--- src/hw/quadrature_decoder_pkg.sv ---
// Package for the quadrature position and velocity decoder.
// Assumes a single clock domain at 50 MHz.
`default_nettype none
package quadrature_decoder_pkg;
  localparam int POS_WIDTH       = 32;
  localparam int VEL_WIDTH       = 32;
  localparam int TIMER_WIDTH     = 32;
  localparam int SYNC_STAGES     = 2;
  localparam int EVT_COUNT       = 4;
  // Event bit positions in the status and mask vectors.
  localparam int EVT_INDEX       = 0;
  localparam int EVT_TIMER       = 1;
  localparam int EVT_DIR         = 2;
  localparam int EVT_ERROR       = 3;
  // Reset values.
  localparam logic [31:0] MAX_POS_RESET = 32'hffffffff;
  localparam logic [31:0] PERIOD_RESET  = 32'h0000c350;
  localparam logic        DIR_FORWARD   = 1'b0;
  localparam logic        DIR_REVERSE   = 1'b1;
endpackage
`default_nettype wire

--- src/hw/input_sync.sv ---
// Two-stage synchroniser for a bundle of asynchronous levels.
// Assumes core_clk and an active-low asynchronous reset.
`timescale 1ns/100ps
`default_nettype none
module input_sync #(
  parameter int WIDTH = 3
) (
  // Clock and reset
  input  wire logic             core_clk,
  input  wire logic             nrst,
  // Levels
  input  wire logic [WIDTH-1:0] asyncIn,
  output var  logic [WIDTH-1:0] syncOut
);
  logic [WIDTH-1:0] meta_q;
  logic [WIDTH-1:0] meta_d;
  logic [WIDTH-1:0] sync_d;

  always_comb begin
    meta_d = asyncIn;
    sync_d = meta_q;
  end

  always_ff @(posedge core_clk or negedge nrst) begin
    if (!nrst) begin
      meta_q  <= '0;
      syncOut <= '0;
    end else begin
      meta_q  <= meta_d;
      syncOut <= sync_d;
    end
  end
endmodule // input_sync
`default_nettype wire

--- src/hw/quadrature_decoder.sv ---
// Quadrature/step-direction encoder decoder with position, velocity and events.
// Assumes encoder pins asynchronous, control bits static while enabled.
// How it works
// Decode two channels and index into an absolute or relative position count.
// Velocity is the pulse count within a fixed timer period.
// Velocity counter only accumulates while position decoding is enabled.
// Phase mode derives direction from the edge order of channels a and b.
// Step/direction mode: channel a steps the count, channel b gives direction.
// Phase mode counts edges of channel a only, or of both channels.
// Swap exchanges the two channel inputs before any decoding.
// With index reset on, each index pulse resets the position counter.
// With index reset off, index never touches the position counter.
// Timer marks equal periods; running and previous totals both readable.
// Events on index, timer expiry, direction change and phase error.
// Each event has its own mask; only unmasked events drive the interrupt.
// In phase mode, both channels changing in the same sample flags an error.
// Maximum position bounds count; reverse index loads the maximum.
// Direction status holds the last detected direction while stationary.
// Forward index clears position to zero; count wraps at zero and maximum.
// Channels and index are synchronised before edge detection.
`timescale 1ns/100ps
`default_nettype none
module quadrature_decoder #(
  parameter int POS_W = quadrature_decoder_pkg::POS_WIDTH,
  parameter int VEL_W = quadrature_decoder_pkg::VEL_WIDTH,
  parameter int TMR_W = quadrature_decoder_pkg::TIMER_WIDTH
) (
  // Clock and reset
  input  wire logic             core_clk,
  input  wire logic             nrst,
  // Encoder pins
  input  wire logic             chanA,
  input  wire logic             chanB,
  input  wire logic             indexIn,
  // Configuration
  input  wire logic             enable,
  input  wire logic             velEnable,
  input  wire logic             stepDirMode,
  input  wire logic             countBoth,
  input  wire logic             swapInputs,
  input  wire logic             indexReset,
  input  wire logic [POS_W-1:0] maxPosition,
  input  wire logic [TMR_W-1:0] velPeriod,
  input  wire logic             posLoad,
  input  wire logic [POS_W-1:0] posLoadValue,
  // Events
  input  wire logic [3:0]       eventMask,
  input  wire logic [3:0]       eventClear,
  output var  logic [3:0]       eventStatus,
  output var  logic             irq,
  // Status
  output var  logic [POS_W-1:0] position,
  output var  logic [VEL_W-1:0] velRunning,
  output var  logic [VEL_W-1:0] velPrevious,
  output var  logic             direction,
  output var  logic             phaseError
);
  // ---------------------------------------------------------------
  // Input synchronisation and edge detection
  // ---------------------------------------------------------------
  logic [2:0] pinSync;
  // The previous synchronised sample of each pin, for edge detection.
  logic [2:0] prev_q;
  logic [2:0] prev_d;

  input_sync #(.WIDTH(3)) u_sync (
    .core_clk (core_clk),
    .nrst     (nrst),
    .asyncIn  ({indexIn, chanB, chanA}),
    .syncOut  (pinSync)
  );

  logic curA;
  logic curB;
  logic oldA;
  logic oldB;
  logic chgA;
  logic chgB;
  logic idxRise;
  logic stepEvt;
  logic stepDir;
  logic badEvt;

  // Forward is channel b leading channel a: an edge of a that leaves the channels
  // equal, or an edge of b that leaves them different, counts up.
  always_comb begin
    prev_d  = pinSync;
    curA    = swapInputs ? pinSync[1] : pinSync[0];
    curB    = swapInputs ? pinSync[0] : pinSync[1];
    oldA    = swapInputs ? prev_q[1] : prev_q[0];
    oldB    = swapInputs ? prev_q[0] : prev_q[1];
    chgA    = curA ^ oldA;
    chgB    = curB ^ oldB;
    idxRise = pinSync[2] & ~prev_q[2];
    stepEvt = 1'b0;
    stepDir = direction;
    badEvt  = 1'b0;
    if (stepDirMode) begin
      stepEvt = curA & ~oldA;
      stepDir = curB ? quadrature_decoder_pkg::DIR_REVERSE
                     : quadrature_decoder_pkg::DIR_FORWARD;
    end else if (chgA && chgB) begin
      badEvt = 1'b1;
    end else if (chgA) begin
      stepEvt = 1'b1;
      stepDir = (curA ^ curB) ? quadrature_decoder_pkg::DIR_REVERSE
                              : quadrature_decoder_pkg::DIR_FORWARD;
    end else if (chgB) begin
      stepEvt = countBoth;
      stepDir = (curA ^ curB) ? quadrature_decoder_pkg::DIR_FORWARD
                              : quadrature_decoder_pkg::DIR_REVERSE;
    end
  end

  // ---------------------------------------------------------------
  // Position, direction and velocity
  // ---------------------------------------------------------------
  logic [POS_W-1:0] position_d;
  logic             direction_d;
  logic             dirChange;
  logic [VEL_W-1:0] velRunning_d;
  logic [VEL_W-1:0] velPrevious_d;
  logic [TMR_W-1:0] timer_q;
  logic [TMR_W-1:0] timer_d;
  logic             timerExpire;

  always_comb begin
    position_d    = position;
    direction_d   = direction;
    dirChange     = 1'b0;
    velRunning_d  = velRunning;
    velPrevious_d = velPrevious;
    timer_d       = timer_q;
    timerExpire   = 1'b0;
    // A load wins over counting in the same cycle.
    if (posLoad) begin
      position_d = posLoadValue;
    end else if (enable) begin
      if (stepEvt) begin
        direction_d = stepDir;
        dirChange   = (stepDir != direction);
        if (stepDir == quadrature_decoder_pkg::DIR_FORWARD) begin
          position_d = (position >= maxPosition) ? '0 : position + 1'b1;
        end else begin
          position_d = (position == '0) ? maxPosition : position - 1'b1;
        end
      end
      // An index pulse on a stepping cycle is applied last, so the reset
      // value follows the direction of that step.
      if (idxRise && indexReset) begin
        position_d = (direction_d == quadrature_decoder_pkg::DIR_REVERSE)
                     ? maxPosition : '0;
      end
    end
    // The timer runs from zero to velPeriod, so one period lasts velPeriod + 1 cycles.
    // A pulse on the expiry cycle still belongs to the period that ends.
    if (enable && velEnable) begin
      if (timer_q >= velPeriod) begin
        timer_d       = '0;
        timerExpire   = 1'b1;
        velPrevious_d = velRunning + VEL_W'(stepEvt);
        velRunning_d  = '0;
      end else begin
        timer_d      = timer_q + 1'b1;
        velRunning_d = velRunning + VEL_W'(stepEvt);
      end
    end else begin
      timer_d = '0;
    end
  end

  // ---------------------------------------------------------------
  // Events and interrupt
  // ---------------------------------------------------------------
  logic [3:0] eventSet;
  logic [3:0] eventStatus_d;
  logic       irq_d;
  logic       phaseError_d;

  always_comb begin
    eventSet = '0;
    eventSet[quadrature_decoder_pkg::EVT_INDEX] = enable & idxRise;
    eventSet[quadrature_decoder_pkg::EVT_TIMER] = timerExpire;
    eventSet[quadrature_decoder_pkg::EVT_DIR]   = enable & dirChange;
    eventSet[quadrature_decoder_pkg::EVT_ERROR] = enable & badEvt;
    // A new event wins over a clear in the same cycle.
    eventStatus_d = (eventStatus & ~eventClear) | eventSet;
    // The interrupt uses the next status so it rises with the flag.
    irq_d         = |(eventStatus_d & eventMask);
    // The error flag keeps the same set-over-clear order as the status bits.
    phaseError_d  = phaseError | (enable & badEvt);
    if (eventClear[quadrature_decoder_pkg::EVT_ERROR] && !(enable && badEvt)) begin
      phaseError_d = 1'b0;
    end
  end

  // All state registers here, so every output comes straight from a flip-flop.
  always_ff @(posedge core_clk or negedge nrst) begin
    if (!nrst) begin
      prev_q      <= '0;
      position    <= '0;
      direction   <= quadrature_decoder_pkg::DIR_FORWARD;
      velRunning  <= '0;
      velPrevious <= '0;
      timer_q     <= '0;
      eventStatus <= '0;
      irq         <= 1'b0;
      phaseError  <= 1'b0;
    end else begin
      prev_q      <= prev_d;
      position    <= position_d;
      direction   <= direction_d;
      velRunning  <= velRunning_d;
      velPrevious <= velPrevious_d;
      timer_q     <= timer_d;
      eventStatus <= eventStatus_d;
      irq         <= irq_d;
      phaseError  <= phaseError_d;
    end
  end
endmodule // quadrature_decoder
`default_nettype wire

--- config.mk ---
export PLATFORM = sky130hd
export DESIGN_NAME = quadrature_decoder
export DESIGN_NICKNAME = d
export VERILOG_FILES = /design/src/hw/quadrature_decoder_pkg.sv /design/src/hw/input_sync.sv /design/src/hw/quadrature_decoder.sv
export SDC_FILE = /design/constraint.sdc
export NUM_CORES = 1
export LEC_CHECK = 0
export BUFFER_PORTS_ARGS = -buffer_cell sky130_fd_sc_hd__buf_2
export CAP_MARGIN = 20
export CORE_ASPECT_RATIO = 0.5
export CORE_MARGIN = 2
export CORE_UTILIZATION = 30
export CTS_BUF_LIST = sky130_fd_sc_hd__clkbuf_2
export CTS_CLUSTER_DIAMETER = 30
export CTS_CLUSTER_SIZE = 28
export DETAILED_ROUTE_END_ITERATION = 10
export HOLD_SLACK_MARGIN = 0.15
export PLACE_DENSITY = 0.54
export SYNTH_ARGS = -nofsm -noshare
export SYNTH_HDL_FRONTEND = slang
export SYNTH_SLANG_ARGS = --single-unit
--- constraint.sdc ---
create_clock -name core_clk -period 6.8 [get_ports core_clk]
set_clock_uncertainty 0.1 [all_clocks]
set_input_delay 0.34 -clock core_clk [delete_from_list [all_inputs] [get_ports core_clk]]
set_output_delay 0.34 -clock core_clk [all_outputs]
set_load 0.005 [all_outputs]
==> impl_metrics.prom, run 1 <==
# TYPE chip_impl_metric gauge
chip_impl_metric{name="peakVddDrop",unit="mV"} 0.100
chip_impl_metric{name="cap_viol_max_count",unit=""} 0
chip_impl_info{name="setup.worst_path.start",value="u_sync.syncOut[0]$_DFF_PN0_"} 1
chip_impl_metric{name="number_of_warnings_issued_by_yosys",unit=""} 0
chip_impl_metric{name="nFillCells",unit=""} 3406
chip_impl_metric{name="clk_latency",unit="ns"} 0.84
chip_impl_metric{name="dr.pass1.iters",unit=""} 8
chip_impl_metric{name="layout.nets",unit=""} 1723
chip_impl_metric{name="timing.final.hold_violations",unit=""} 0
chip_impl_info{name="timing.rr.start",value="u_sync.syncOut[0]$_DFF_PN0_"} 1
chip_impl_info{name="clockRootBuffer",value="clkbuf_2"} 1
chip_impl_info{name="top_library_cells_by_usage_in_the_layout_fill_and_taps_aside",value="buf_2, dfrtp_1, nor2_1, dlygate4sd3_1, nand2_1"} 1
chip_impl_info{name="holdCritPathClass",value="in -> reg"} 1
chip_impl_metric{name="worstPathArrival",unit="ns"} 5.42
chip_impl_metric{name="proportion_of_synthesized_chip_area_in_sequential_cells",unit="%"} 35.2
chip_impl_metric{name="areaGrowthSynthToFinish",unit="%"} 29.8
chip_impl_metric{name="clock_sink_count",unit=""} 144
chip_impl_info{name="grt_setup_unrepaired",value="no"} 1
chip_impl_info{name="r2r-end",value="position[0]$_DFFE_PN0P_"} 1
chip_impl_metric{name="crit_fanout",unit=""} 18
chip_impl_metric{name="count_of_state_elements_after_synthesis",unit=""} 144
chip_impl_info{name="critPathSlowestCell",value="and3_1"} 1
chip_impl_metric{name="syn_nets",unit=""} 1413
chip_impl_metric{name="cts-root-to-sink-buffers",unit=""} 2
chip_impl_metric{name="worst_setup_hold_path_clk_slew",unit="ns"} 0.26
chip_impl_metric{name="cts.repair.resized",unit=""} 0
chip_impl_metric{name="cp.required",unit="ns"} 7.48
chip_impl_metric{name="die-width",unit="um"} 265
chip_impl_metric{name="timing.final.setup_violations",unit=""} 0
chip_impl_metric{name="postRouteWirelength",unit="mm"} 36.7
chip_impl_metric{name="power_density",unit="nW/um^2"} 177
chip_impl_metric{name="cts_inserted_buffers",unit=""} 17
chip_impl_metric{name="leakagePower",unit="nW"} 6.20
chip_impl_metric{name="avgRoutedWirePerCell",unit="um"} 18.4
chip_impl_info{name="clock_tree_from_tritoncts",value="built"} 1
chip_impl_info{name="worst_setup_path_endpoint",value="position[0]$_DFFE_PN0P_"} 1
chip_impl_metric{name="detail_route.vias_per_cell",unit=""} 5.26
chip_impl_metric{name="synth_enable_flop_cells",unit=""} 0
chip_impl_metric{name="vias_in_the_first_global_route",unit=""} 10500
chip_impl_metric{name="final_min_period_over_clock_period",unit="%"} 69.8
chip_impl_metric{name="detail_route.drc_violations",unit=""} 0
chip_impl_metric{name="setup_tns",unit="ns"} 0
chip_impl_metric{name="max_freq",unit="MHz"} 211
chip_impl_metric{name="global_route.usage.total",unit="%"} 20.3
chip_impl_metric{name="starting_density_of_the_core",unit="%"} 30.7
chip_impl_metric{name="dp_hpwl",unit="mm"} 25.7
chip_impl_metric{name="worst_setup_slack_after_placement",unit="ns"} 1.95
chip_impl_metric{name="number_of_antenna_violations_at_the_first_check_in_global_routing",unit=""} 2
chip_impl_metric{name="die_h",unit="um"} 135
chip_impl_metric{name="max_slew_margin",unit="%"} 31.7
chip_impl_info{name="setup.worst_path.start_class",value="register"} 1
chip_impl_info{name="cp_cell_sequence",value="mux2_2, ha_1, nor2_1, and3_1, a211oi_4, and3_1, nor2_1, o221ai_1, dlygate4sd3_1, a22o_1, dlygate4sd3_1"} 1
chip_impl_metric{name="syn_avg_cell_area",unit="sq um"} 8.35
chip_impl_metric{name="min_period",unit="ns"} 4.75
chip_impl_metric{name="h-tree-depth",unit=""} 4
chip_impl_metric{name="cpPeakStageDelay",unit="ns"} 0.81
chip_impl_metric{name="drt_iter0_drcs",unit=""} 725
chip_impl_metric{name="post_route_core_utilization",unit="%"} 39.8
chip_impl_info{name="most_used_dff_post_synth",value="dfrtp_1"} 1
chip_impl_info{name="most_frequent_standard_cell_in_the_layout_excluding_fill_and_tap_cells",value="buf_2"} 1
chip_impl_info{name="worstSetupPathType",value="reg -> reg"} 1
chip_impl_metric{name="fp.dieArea",unit="sq um"} 35700
chip_impl_metric{name="netlist_area",unit="sq um"} 10200
chip_impl_metric{name="reg2reg_slack",unit="ns"} 2.05
chip_impl_metric{name="async_reset_ff_share",unit="%"} 100
chip_impl_metric{name="netlist-cell-type-count",unit=""} 65
chip_impl_metric{name="postCtsSetupBuffers",unit=""} 0
chip_impl_metric{name="num_io_pins",unit=""} 219
chip_impl_metric{name="num_vias",unit=""} 10500
chip_impl_info{name="setup.worst_path.end_class",value="register"} 1
chip_impl_metric{name="postRouteAntennaNets",unit=""} 0
chip_impl_metric{name="final_replace_weighted_congestion",unit=""} 0.865
chip_impl_metric{name="first_pass_grt_wire_length",unit="mm"} 57.4
chip_impl_metric{name="finalPower",unit="mW"} 2.36
chip_impl_metric{name="max_slew.worst_pin.slew",unit="ns"} 1.02
chip_impl_metric{name="layout_setup_ws",unit="ns"} 2.05
chip_impl_info{name="run_status",value="complete, no violations"} 1
chip_impl_metric{name="syn_inst",unit=""} 1226
chip_impl_metric{name="port-buffer-count",unit=""} 218
chip_impl_metric{name="worst-r2r-cell-count",unit=""} 11
chip_impl_metric{name="grt_start_max_net_pins",unit=""} 83
chip_impl_metric{name="core_area",unit="sq um"} 33300
chip_impl_metric{name="core.rowCount",unit=""} 47
chip_impl_metric{name="slew_violations",unit=""} 0
chip_impl_metric{name="grt_remaining_overflow",unit=""} 0
chip_impl_metric{name="ctsHoldBuffers",unit=""} 120
chip_impl_metric{name="fraction_of_layout_cells_with_a_size_suffix_above_1",unit="%"} 18.9
## cell usage after synthesis (19+ instances only)
library cell | n | area (sq um)
nand3_1 | 53 | 265
nor2_1 | 119 | 447
nand4_1 | 26 | 163
a31oi_1 | 19 | 119
inv_1 | 90 | 338
xnor2_1 | 53 | 464
nor3_1 | 34 | 170
o22ai_1 | 36 | 225
and3_1 | 26 | 163
ha_1 | 71 | 888
xor2_1 | 38 | 333
nand2_1 | 104 | 390
o21ai_0 | 57 | 285
a21oi_1 | 86 | 430
clkbuf_1 | 47 | 176
dfrtp_1 | 144 | 3600
## metrics by stage
step / instances / cell area [sq um] / hold slack (ns)
2_1_floorplan: 1226 / 10200 / -0.0556
3_3_place_gp: 1836 / 11800 / 0.234
3_5_place_dp: 1836 / 11800 / 0.246
4_1_cts: 1988 / 13200 / 0.161
5_1_grt: 1992 / 13300 / 0.165
6_report: 1993 / 13300 / 0.253
## flip-flops by register name (all words and copies together) (netlist names)
signal	count
velPrevious	32
phaseError	1
position	32
irq	1
direction	1
timer_q	32
u_sync.meta_q	3
u_sync.syncOut	3
velRunning	32
prev_q	3
eventStatus	4
## area by class of cell
cell class / instances / area (sq um) / share of cell area, %
Antenna cell: 3 / 7.51 / 0.0565
Sequential cell: 144 / 3600 / 27.1
Clock buffer: 17 / 85.1 / 0.641
Inverter: 90 / 338 / 2.54
Multi-Input combinational cell: 930 / 6070 / 45.7
Tap cell: 441 / 552 / 4.16
Timing Repair Buffer: 353 / 2450 / 18.5
Clock inverter: 15 / 175 / 1.32
## critical path: cells and delay by family (launching register included)
kind / cells / cell delay [ns]
simple gates: 4 / 1.25
buf+inv: 2 / 1.12
mux: 1 / 0.30
compound gates: 3 / 1.10
fa+ha+maj: 1 / 0.32
flops: 1 / 0.52
## logic make-up (layout without fill, tap and decap cells)
kind of cell / count (synthesis) / after routing / share of synthesized area, %
other: 0 / 3 / 0
flip-flops: 144 / 144 / 35.2
XOR/XNOR: 91 / 91 / 7.79
buffers and inverters: 152 / 475 / 5.77
AND/OR/NAND/NOR: 443 / 443 / 21.1
adder cells (fa/ha/maj): 71 / 71 / 8.68
AO/OA/AOI/OAI: 317 / 317 / 20.6
multiplexers: 8 / 8 / 0.819
## routing by layer
metal | track usage (%) | part of all wire [%] | vias up | routed length (um)
met4 | 7.69 | 3.0 | 0 | 1090
met2 | 36.4 | 51 | 246 | 18600
met3 | 3.98 | 4.0 | 68 | 1480
met5 | 0 | 0 | - | 0
li1 | - | - | 5041 | -
met1 | 24.3 | 42 | 5121 | 15500
## power by group
group          internal (mW)  leakage [nW]  total [mW]  switching [mW]
Clock                  0.182         0.145       0.581           0.399
Combinational          0.339          4.22       0.717           0.378
Sequential             0.921          1.84        1.06           0.136
## worst min-delay path by stage
| stage | startpoint | to | slack [ns] | cells past startpoint |
|---|---|---|---|---|
| detailed placement | u_sync.meta_q[1]$_DFF_PN0_ | u_sync.syncOut[1]$_DFF_PN0_ | 0.25 | 0 |
| finish | maxPosition[4] | position[4]$_DFFE_PN0P_ | 0.25 | 4 |
| global route | maxPosition[4] | position[4]$_DFFE_PN0P_ | 0.17 | 4 |
| CTS | maxPosition[9] | position[9]$_DFFE_PN0P_ | 0.16 | 4 |
| floorplan | nrst | direction$_DFFE_PN0P_ | -0.06 | 0 |
| global placement | u_sync.meta_q[1]$_DFF_PN0_ | u_sync.syncOut[1]$_DFF_PN0_ | 0.23 | 0 |
Note: power is estimated with default switching activity, not from simulation.
==> run 2, diff against run 1 <==
- ABC_AREA: not set -> 1
- PLACE_DENSITY: 0.54 -> 0.53
- clock period: 6.8 -> 4.4 ns (I/O delays scaled with it)
==> run 2 against run 1 <==
  * Die area up 20%
  * Clock power up 33%
  * Total power up 83%
  * Sequential power up 64%
  * Critical path depth up 4
  * Critical endpoint unchanged
  * Largest cell class unchanged
==> impl_metrics.prom, run 2 <==
# TYPE chip_impl_metric gauge
chip_impl_info{name="run_status",value="complete, no violations"} 1
chip_impl_info{name="synthTopCellsByCount",value="nand2_1, inv_1, nor2_1, dfrtp_1, nand3_1"} 1
chip_impl_info{name="cp_cell_sequence",value="ha_1, nand2_1, nor2_1, nand2_1, nor3_1, nand4_1, nand3_1, buf_4, nor2_1, o21ai_0, nand2_1, nand2_1, dlygate4sd3_1, nand2_1, dlygate4sd3_1"} 1
chip_impl_metric{name="worstSetupPathDepth",unit=""} 15
chip_impl_info{name="most_frequent_standard_cell_in_the_layout_excluding_fill_and_tap_cells",value="nand2_1"} 1
chip_impl_metric{name="netlist-cell-type-count",unit=""} 50
chip_impl_metric{name="dp_hpwl",unit="mm"} 32.3
chip_impl_metric{name="power_density",unit="nW/um^2"} 266
chip_impl_metric{name="finalHoldWorstSlack",unit="ns"} 0.186
chip_impl_metric{name="postRouteAntennaNets",unit=""} 0
chip_impl_info{name="timing.critical_path.mode_cell",value="nand2_1"} 1
chip_impl_metric{name="postRouteWirelength",unit="mm"} 44.7
chip_impl_info{name="clockRootBuffer",value="clkbuf_2"} 1
chip_impl_metric{name="clock_sink_count",unit=""} 144
chip_impl_info{name="worstHoldStart",value="velPeriod[24]"} 1
chip_impl_metric{name="setup_tns",unit="ns"} 0
chip_impl_metric{name="syn_avg_cell_area",unit="sq um"} 6.47
chip_impl_metric{name="grt_start_max_net_pins",unit=""} 79
chip_impl_metric{name="max_slew_margin",unit="%"} 39.6
chip_impl_metric{name="min_period",unit="ns"} 4.28
chip_impl_metric{name="timing.final.hold_violations",unit=""} 0
chip_impl_metric{name="global_route.usage.total",unit="%"} 21.2
chip_impl_metric{name="cts-root-to-sink-buffers",unit=""} 2
chip_impl_metric{name="syn_inst",unit=""} 1907
chip_impl_metric{name="max_slew.worst_pin.slew",unit="ns"} 0.904
chip_impl_metric{name="synth_enable_flop_cells",unit=""} 0
chip_impl_metric{name="async_reset_ff_share",unit="%"} 100
chip_impl_metric{name="peakVddDrop",unit="mV"} 0.168
chip_impl_metric{name="layout.nets",unit=""} 2487
chip_impl_metric{name="number_of_antenna_violations_at_the_first_check_in_global_routing",unit=""} 3
chip_impl_metric{name="fp.dieArea",unit="sq um"} 42900
chip_impl_info{name="clock_tree_from_tritoncts",value="built"} 1
chip_impl_metric{name="cpPeakStageDelay",unit="ns"} 0.64
chip_impl_info{name="ys_top_cells_by_area",value="dfrtp_1, nand2_1, inv_1"} 1
chip_impl_metric{name="starting_density_of_the_core",unit="%"} 30.5
chip_impl_metric{name="port-buffer-count",unit=""} 218
chip_impl_metric{name="cts_inserted_buffers",unit=""} 17
chip_impl_metric{name="vias_in_the_first_global_route",unit=""} 13500
chip_impl_info{name="top_library_cells_by_usage_in_the_layout_fill_and_taps_aside",value="nand2_1, inv_1, nor2_1, buf_2, dlygate4sd3_1"} 1
chip_impl_info{name="setup.worst_path.start",value="position[19]$_DFFE_PN0P_"} 1
chip_impl_metric{name="fraction_of_layout_cells_with_a_size_suffix_above_1",unit="%"} 13.6
chip_impl_metric{name="avgRoutedWirePerCell",unit="um"} 15.7
chip_impl_metric{name="worstHoldPathCells",unit=""} 10
chip_impl_metric{name="h-tree-depth",unit=""} 4
chip_impl_metric{name="max_freq",unit="MHz"} 233
chip_impl_metric{name="first_pass_grt_wire_length",unit="mm"} 72.7
chip_impl_metric{name="number_of_warnings_issued_by_yosys",unit=""} 0
chip_impl_info{name="holdCritPathClass",value="in -> reg"} 1
chip_impl_metric{name="crit_fanout",unit=""} 24
chip_impl_info{name="most_used_dff_post_synth",value="dfrtp_1"} 1
chip_impl_metric{name="grt_remaining_overflow",unit=""} 0
chip_impl_info{name="grt_setup_unrepaired",value="no"} 1
chip_impl_metric{name="timing.final.setup_violations",unit=""} 0
chip_impl_metric{name="worst_setup_hold_path_clk_slew",unit="ns"} 0.36
chip_impl_metric{name="final_min_period_over_clock_period",unit="%"} 97.3
chip_impl_info{name="timing.rr.start",value="position[19]$_DFFE_PN0P_"} 1
chip_impl_metric{name="synth_largest_type_area_fraction",unit="%"} 29.2
chip_impl_metric{name="leakagePower",unit="nW"} 8.11
chip_impl_metric{name="worst-r2r-cell-count",unit=""} 15
chip_impl_info{name="worstSetupPathType",value="reg -> reg"} 1
chip_impl_metric{name="detail_route.vias_per_cell",unit=""} 4.70
chip_impl_metric{name="proportion_of_synthesized_chip_area_in_sequential_cells",unit="%"} 29.2
chip_impl_metric{name="dr.pass1.iters",unit=""} 5
chip_impl_metric{name="die_h",unit="um"} 147
chip_impl_metric{name="worstPathArrival",unit="ns"} 4.90
chip_impl_metric{name="detail_route.drc_violations",unit=""} 0
chip_impl_info{name="critPathTopFamily",value="buffers and inverters"} 1
chip_impl_info{name="synthDominantAreaCellType",value="dfrtp_1"} 1
chip_impl_info{name="setup.worst_path.end_class",value="register"} 1
chip_impl_metric{name="layout.cells.non_filler",unit=""} 2854
chip_impl_metric{name="cp.required",unit="ns"} 5.02
chip_impl_metric{name="drt_iter0_drcs",unit=""} 784
chip_impl_info{name="yosys.cell_count.top_type",value="nand2_1"} 1
chip_impl_metric{name="areaGrowthSynthToFinish",unit="%"} 31.0
chip_impl_metric{name="cap_viol_max_count",unit=""} 0
chip_impl_metric{name="netlist_area",unit="sq um"} 12300
chip_impl_info{name="setup.worst_path.start_class",value="register"} 1
chip_impl_metric{name="num_io_pins",unit=""} 219
chip_impl_metric{name="postCtsSetupBuffers",unit=""} 0
chip_impl_info{name="critPathSlowestCell",value="dfrtp_1"} 1
chip_impl_metric{name="core.rowCount",unit=""} 52
chip_impl_metric{name="count_of_state_elements_after_synthesis",unit=""} 144
chip_impl_metric{name="num_vias",unit=""} 13400
chip_impl_metric{name="final_replace_weighted_congestion",unit=""} 0.934
chip_impl_metric{name="core_area",unit="sq um"} 40500
chip_impl_metric{name="placedCellCount",unit=""} 2609
chip_impl_metric{name="slew_violations",unit=""} 0
chip_impl_metric{name="clk_latency",unit="ns"} 0.88
chip_impl_metric{name="syn_nets",unit=""} 2094
chip_impl_metric{name="cp_num_buf_inv",unit=""} 3
chip_impl_metric{name="reg2reg_slack",unit="ns"} 0.12
chip_impl_metric{name="die-width",unit="um"} 291
[run 2: changes by cell type in the layout (fill, tap and decap cells not counted), moves of 18 or more]
cell	delta
nand3_1	+40
dlygate4sd3_1	+91
xnor2_1	-47
a31oi_1	-18
inv_1	+174
nand2_1	+461
nand4_1	+18
xor2_1	+22
o21ai_0	+23
nor2_1	+125
a21oi_1	-45
and3_1	-24
o21ai_1	+56
[run 2: logic make-up (layout without fill, tap and decap cells)]
| logic type | Yosys count | count (layout) | share of synthesized area [%] |
|---|---|---|---|
| XOR/XNOR | 66 | 66 | 4.68 |
| buffers and inverters | 336 | 741 | 11.5 |
| flip-flops | 144 | 144 | 29.2 |
| adder cells (fa/ha/maj) | 71 | 71 | 7.20 |
| AND/OR/NAND/NOR | 1066 | 1066 | 37.4 |
| AO/OA/AOI/OAI | 224 | 224 | 10.0 |
| other | 0 | 2 | 0 |
[run 2: power breakdown]
part           leakage (nW)  switching [mW]  internal (mW)  total (mW)
clock network         0.113           0.620          0.154       0.774
registers              1.90           0.287           1.46        1.74
logic                  6.10            1.01          0.780        1.79
[run 2: through the flow]
| stage | utilization, % | setup slack, ns | total power, mW | instance area, sq um |
|---|---|---|---|---|
| final | 40.0 | 0.117 | 4.31 | 16200 |
| after global routing | 40.0 | 0.0116 | 4.66 | 16200 |
| after CTS | 39.9 | 0.228 | 4.33 | 16100 |
| after detailed placement | 34.1 | 0.931 | 3.27 | 13800 |
| after global placement | 34.1 | 0.993 | 3.26 | 13800 |
| after floorplan | - | 1.48 | 2.72 | 12300 |
[run 2: final timing paths]
check,end
max reg2reg,position[0]$_DFFE_PN0P_
min in group asynchronous,position[19]$_DFFE_PN0P_
max in group asynchronous,position[2]$_DFFE_PN0P_
min,velPrevious[16]$_DFFE_PN0P_
min reg2reg,u_sync.syncOut[0]$_DFF_PN0_
max,position[0]$_DFFE_PN0P_
[run 2: repair_timing]
| action | in CTS | in global routing |
|---|---|---|
| setup endpoints to repair | 0 | 28 |
| hold endpoints to repair | 203 | 0 |
| hold buffers | 211 | 0 |
| resized for setup | 0 | 2 |
[run 2: layout make-up]
| class | instances | area, sq um |
|---|---|---|
| flip-flops and latches | 144 | 3600 |
| repair buffers | 440 | 3350 |
| clock inverters | 14 | 108 |
| multi-input cells | 1427 | 7320 |
| diodes | 2 | 5.00 |
| clock buffers | 17 | 85.1 |
| well taps | 540 | 676 |
| fillers | 4425 | 24300 |
| inverters | 270 | 1020 |
[run 2: worst reg2reg max path: stages, from the launching register on]
cell           delay, ns
dfrtp_1             0.64
ha_1                0.39
nand2_1             0.06
nor2_1              0.25
nand2_1             0.14
nor3_1              0.37
nand4_1             0.13
nand3_1             0.13
buf_4               0.35
nor2_1              0.07
o21ai_0             0.19
nand2_1             0.08
nand2_1             0.07
dlygate4sd3_1       0.55
nand2_1             0.05
dlygate4sd3_1       0.55
[run 2: routing by layer]
metal  track usage (%)  wire, um  vias to the layer above
met5                 0        13                        -
met4              5.47       859                        2
met3              3.38      1450                       53
met2              38.6     22500                      245
met1              26.3     19900                     6265
li1                  -         -                     6859
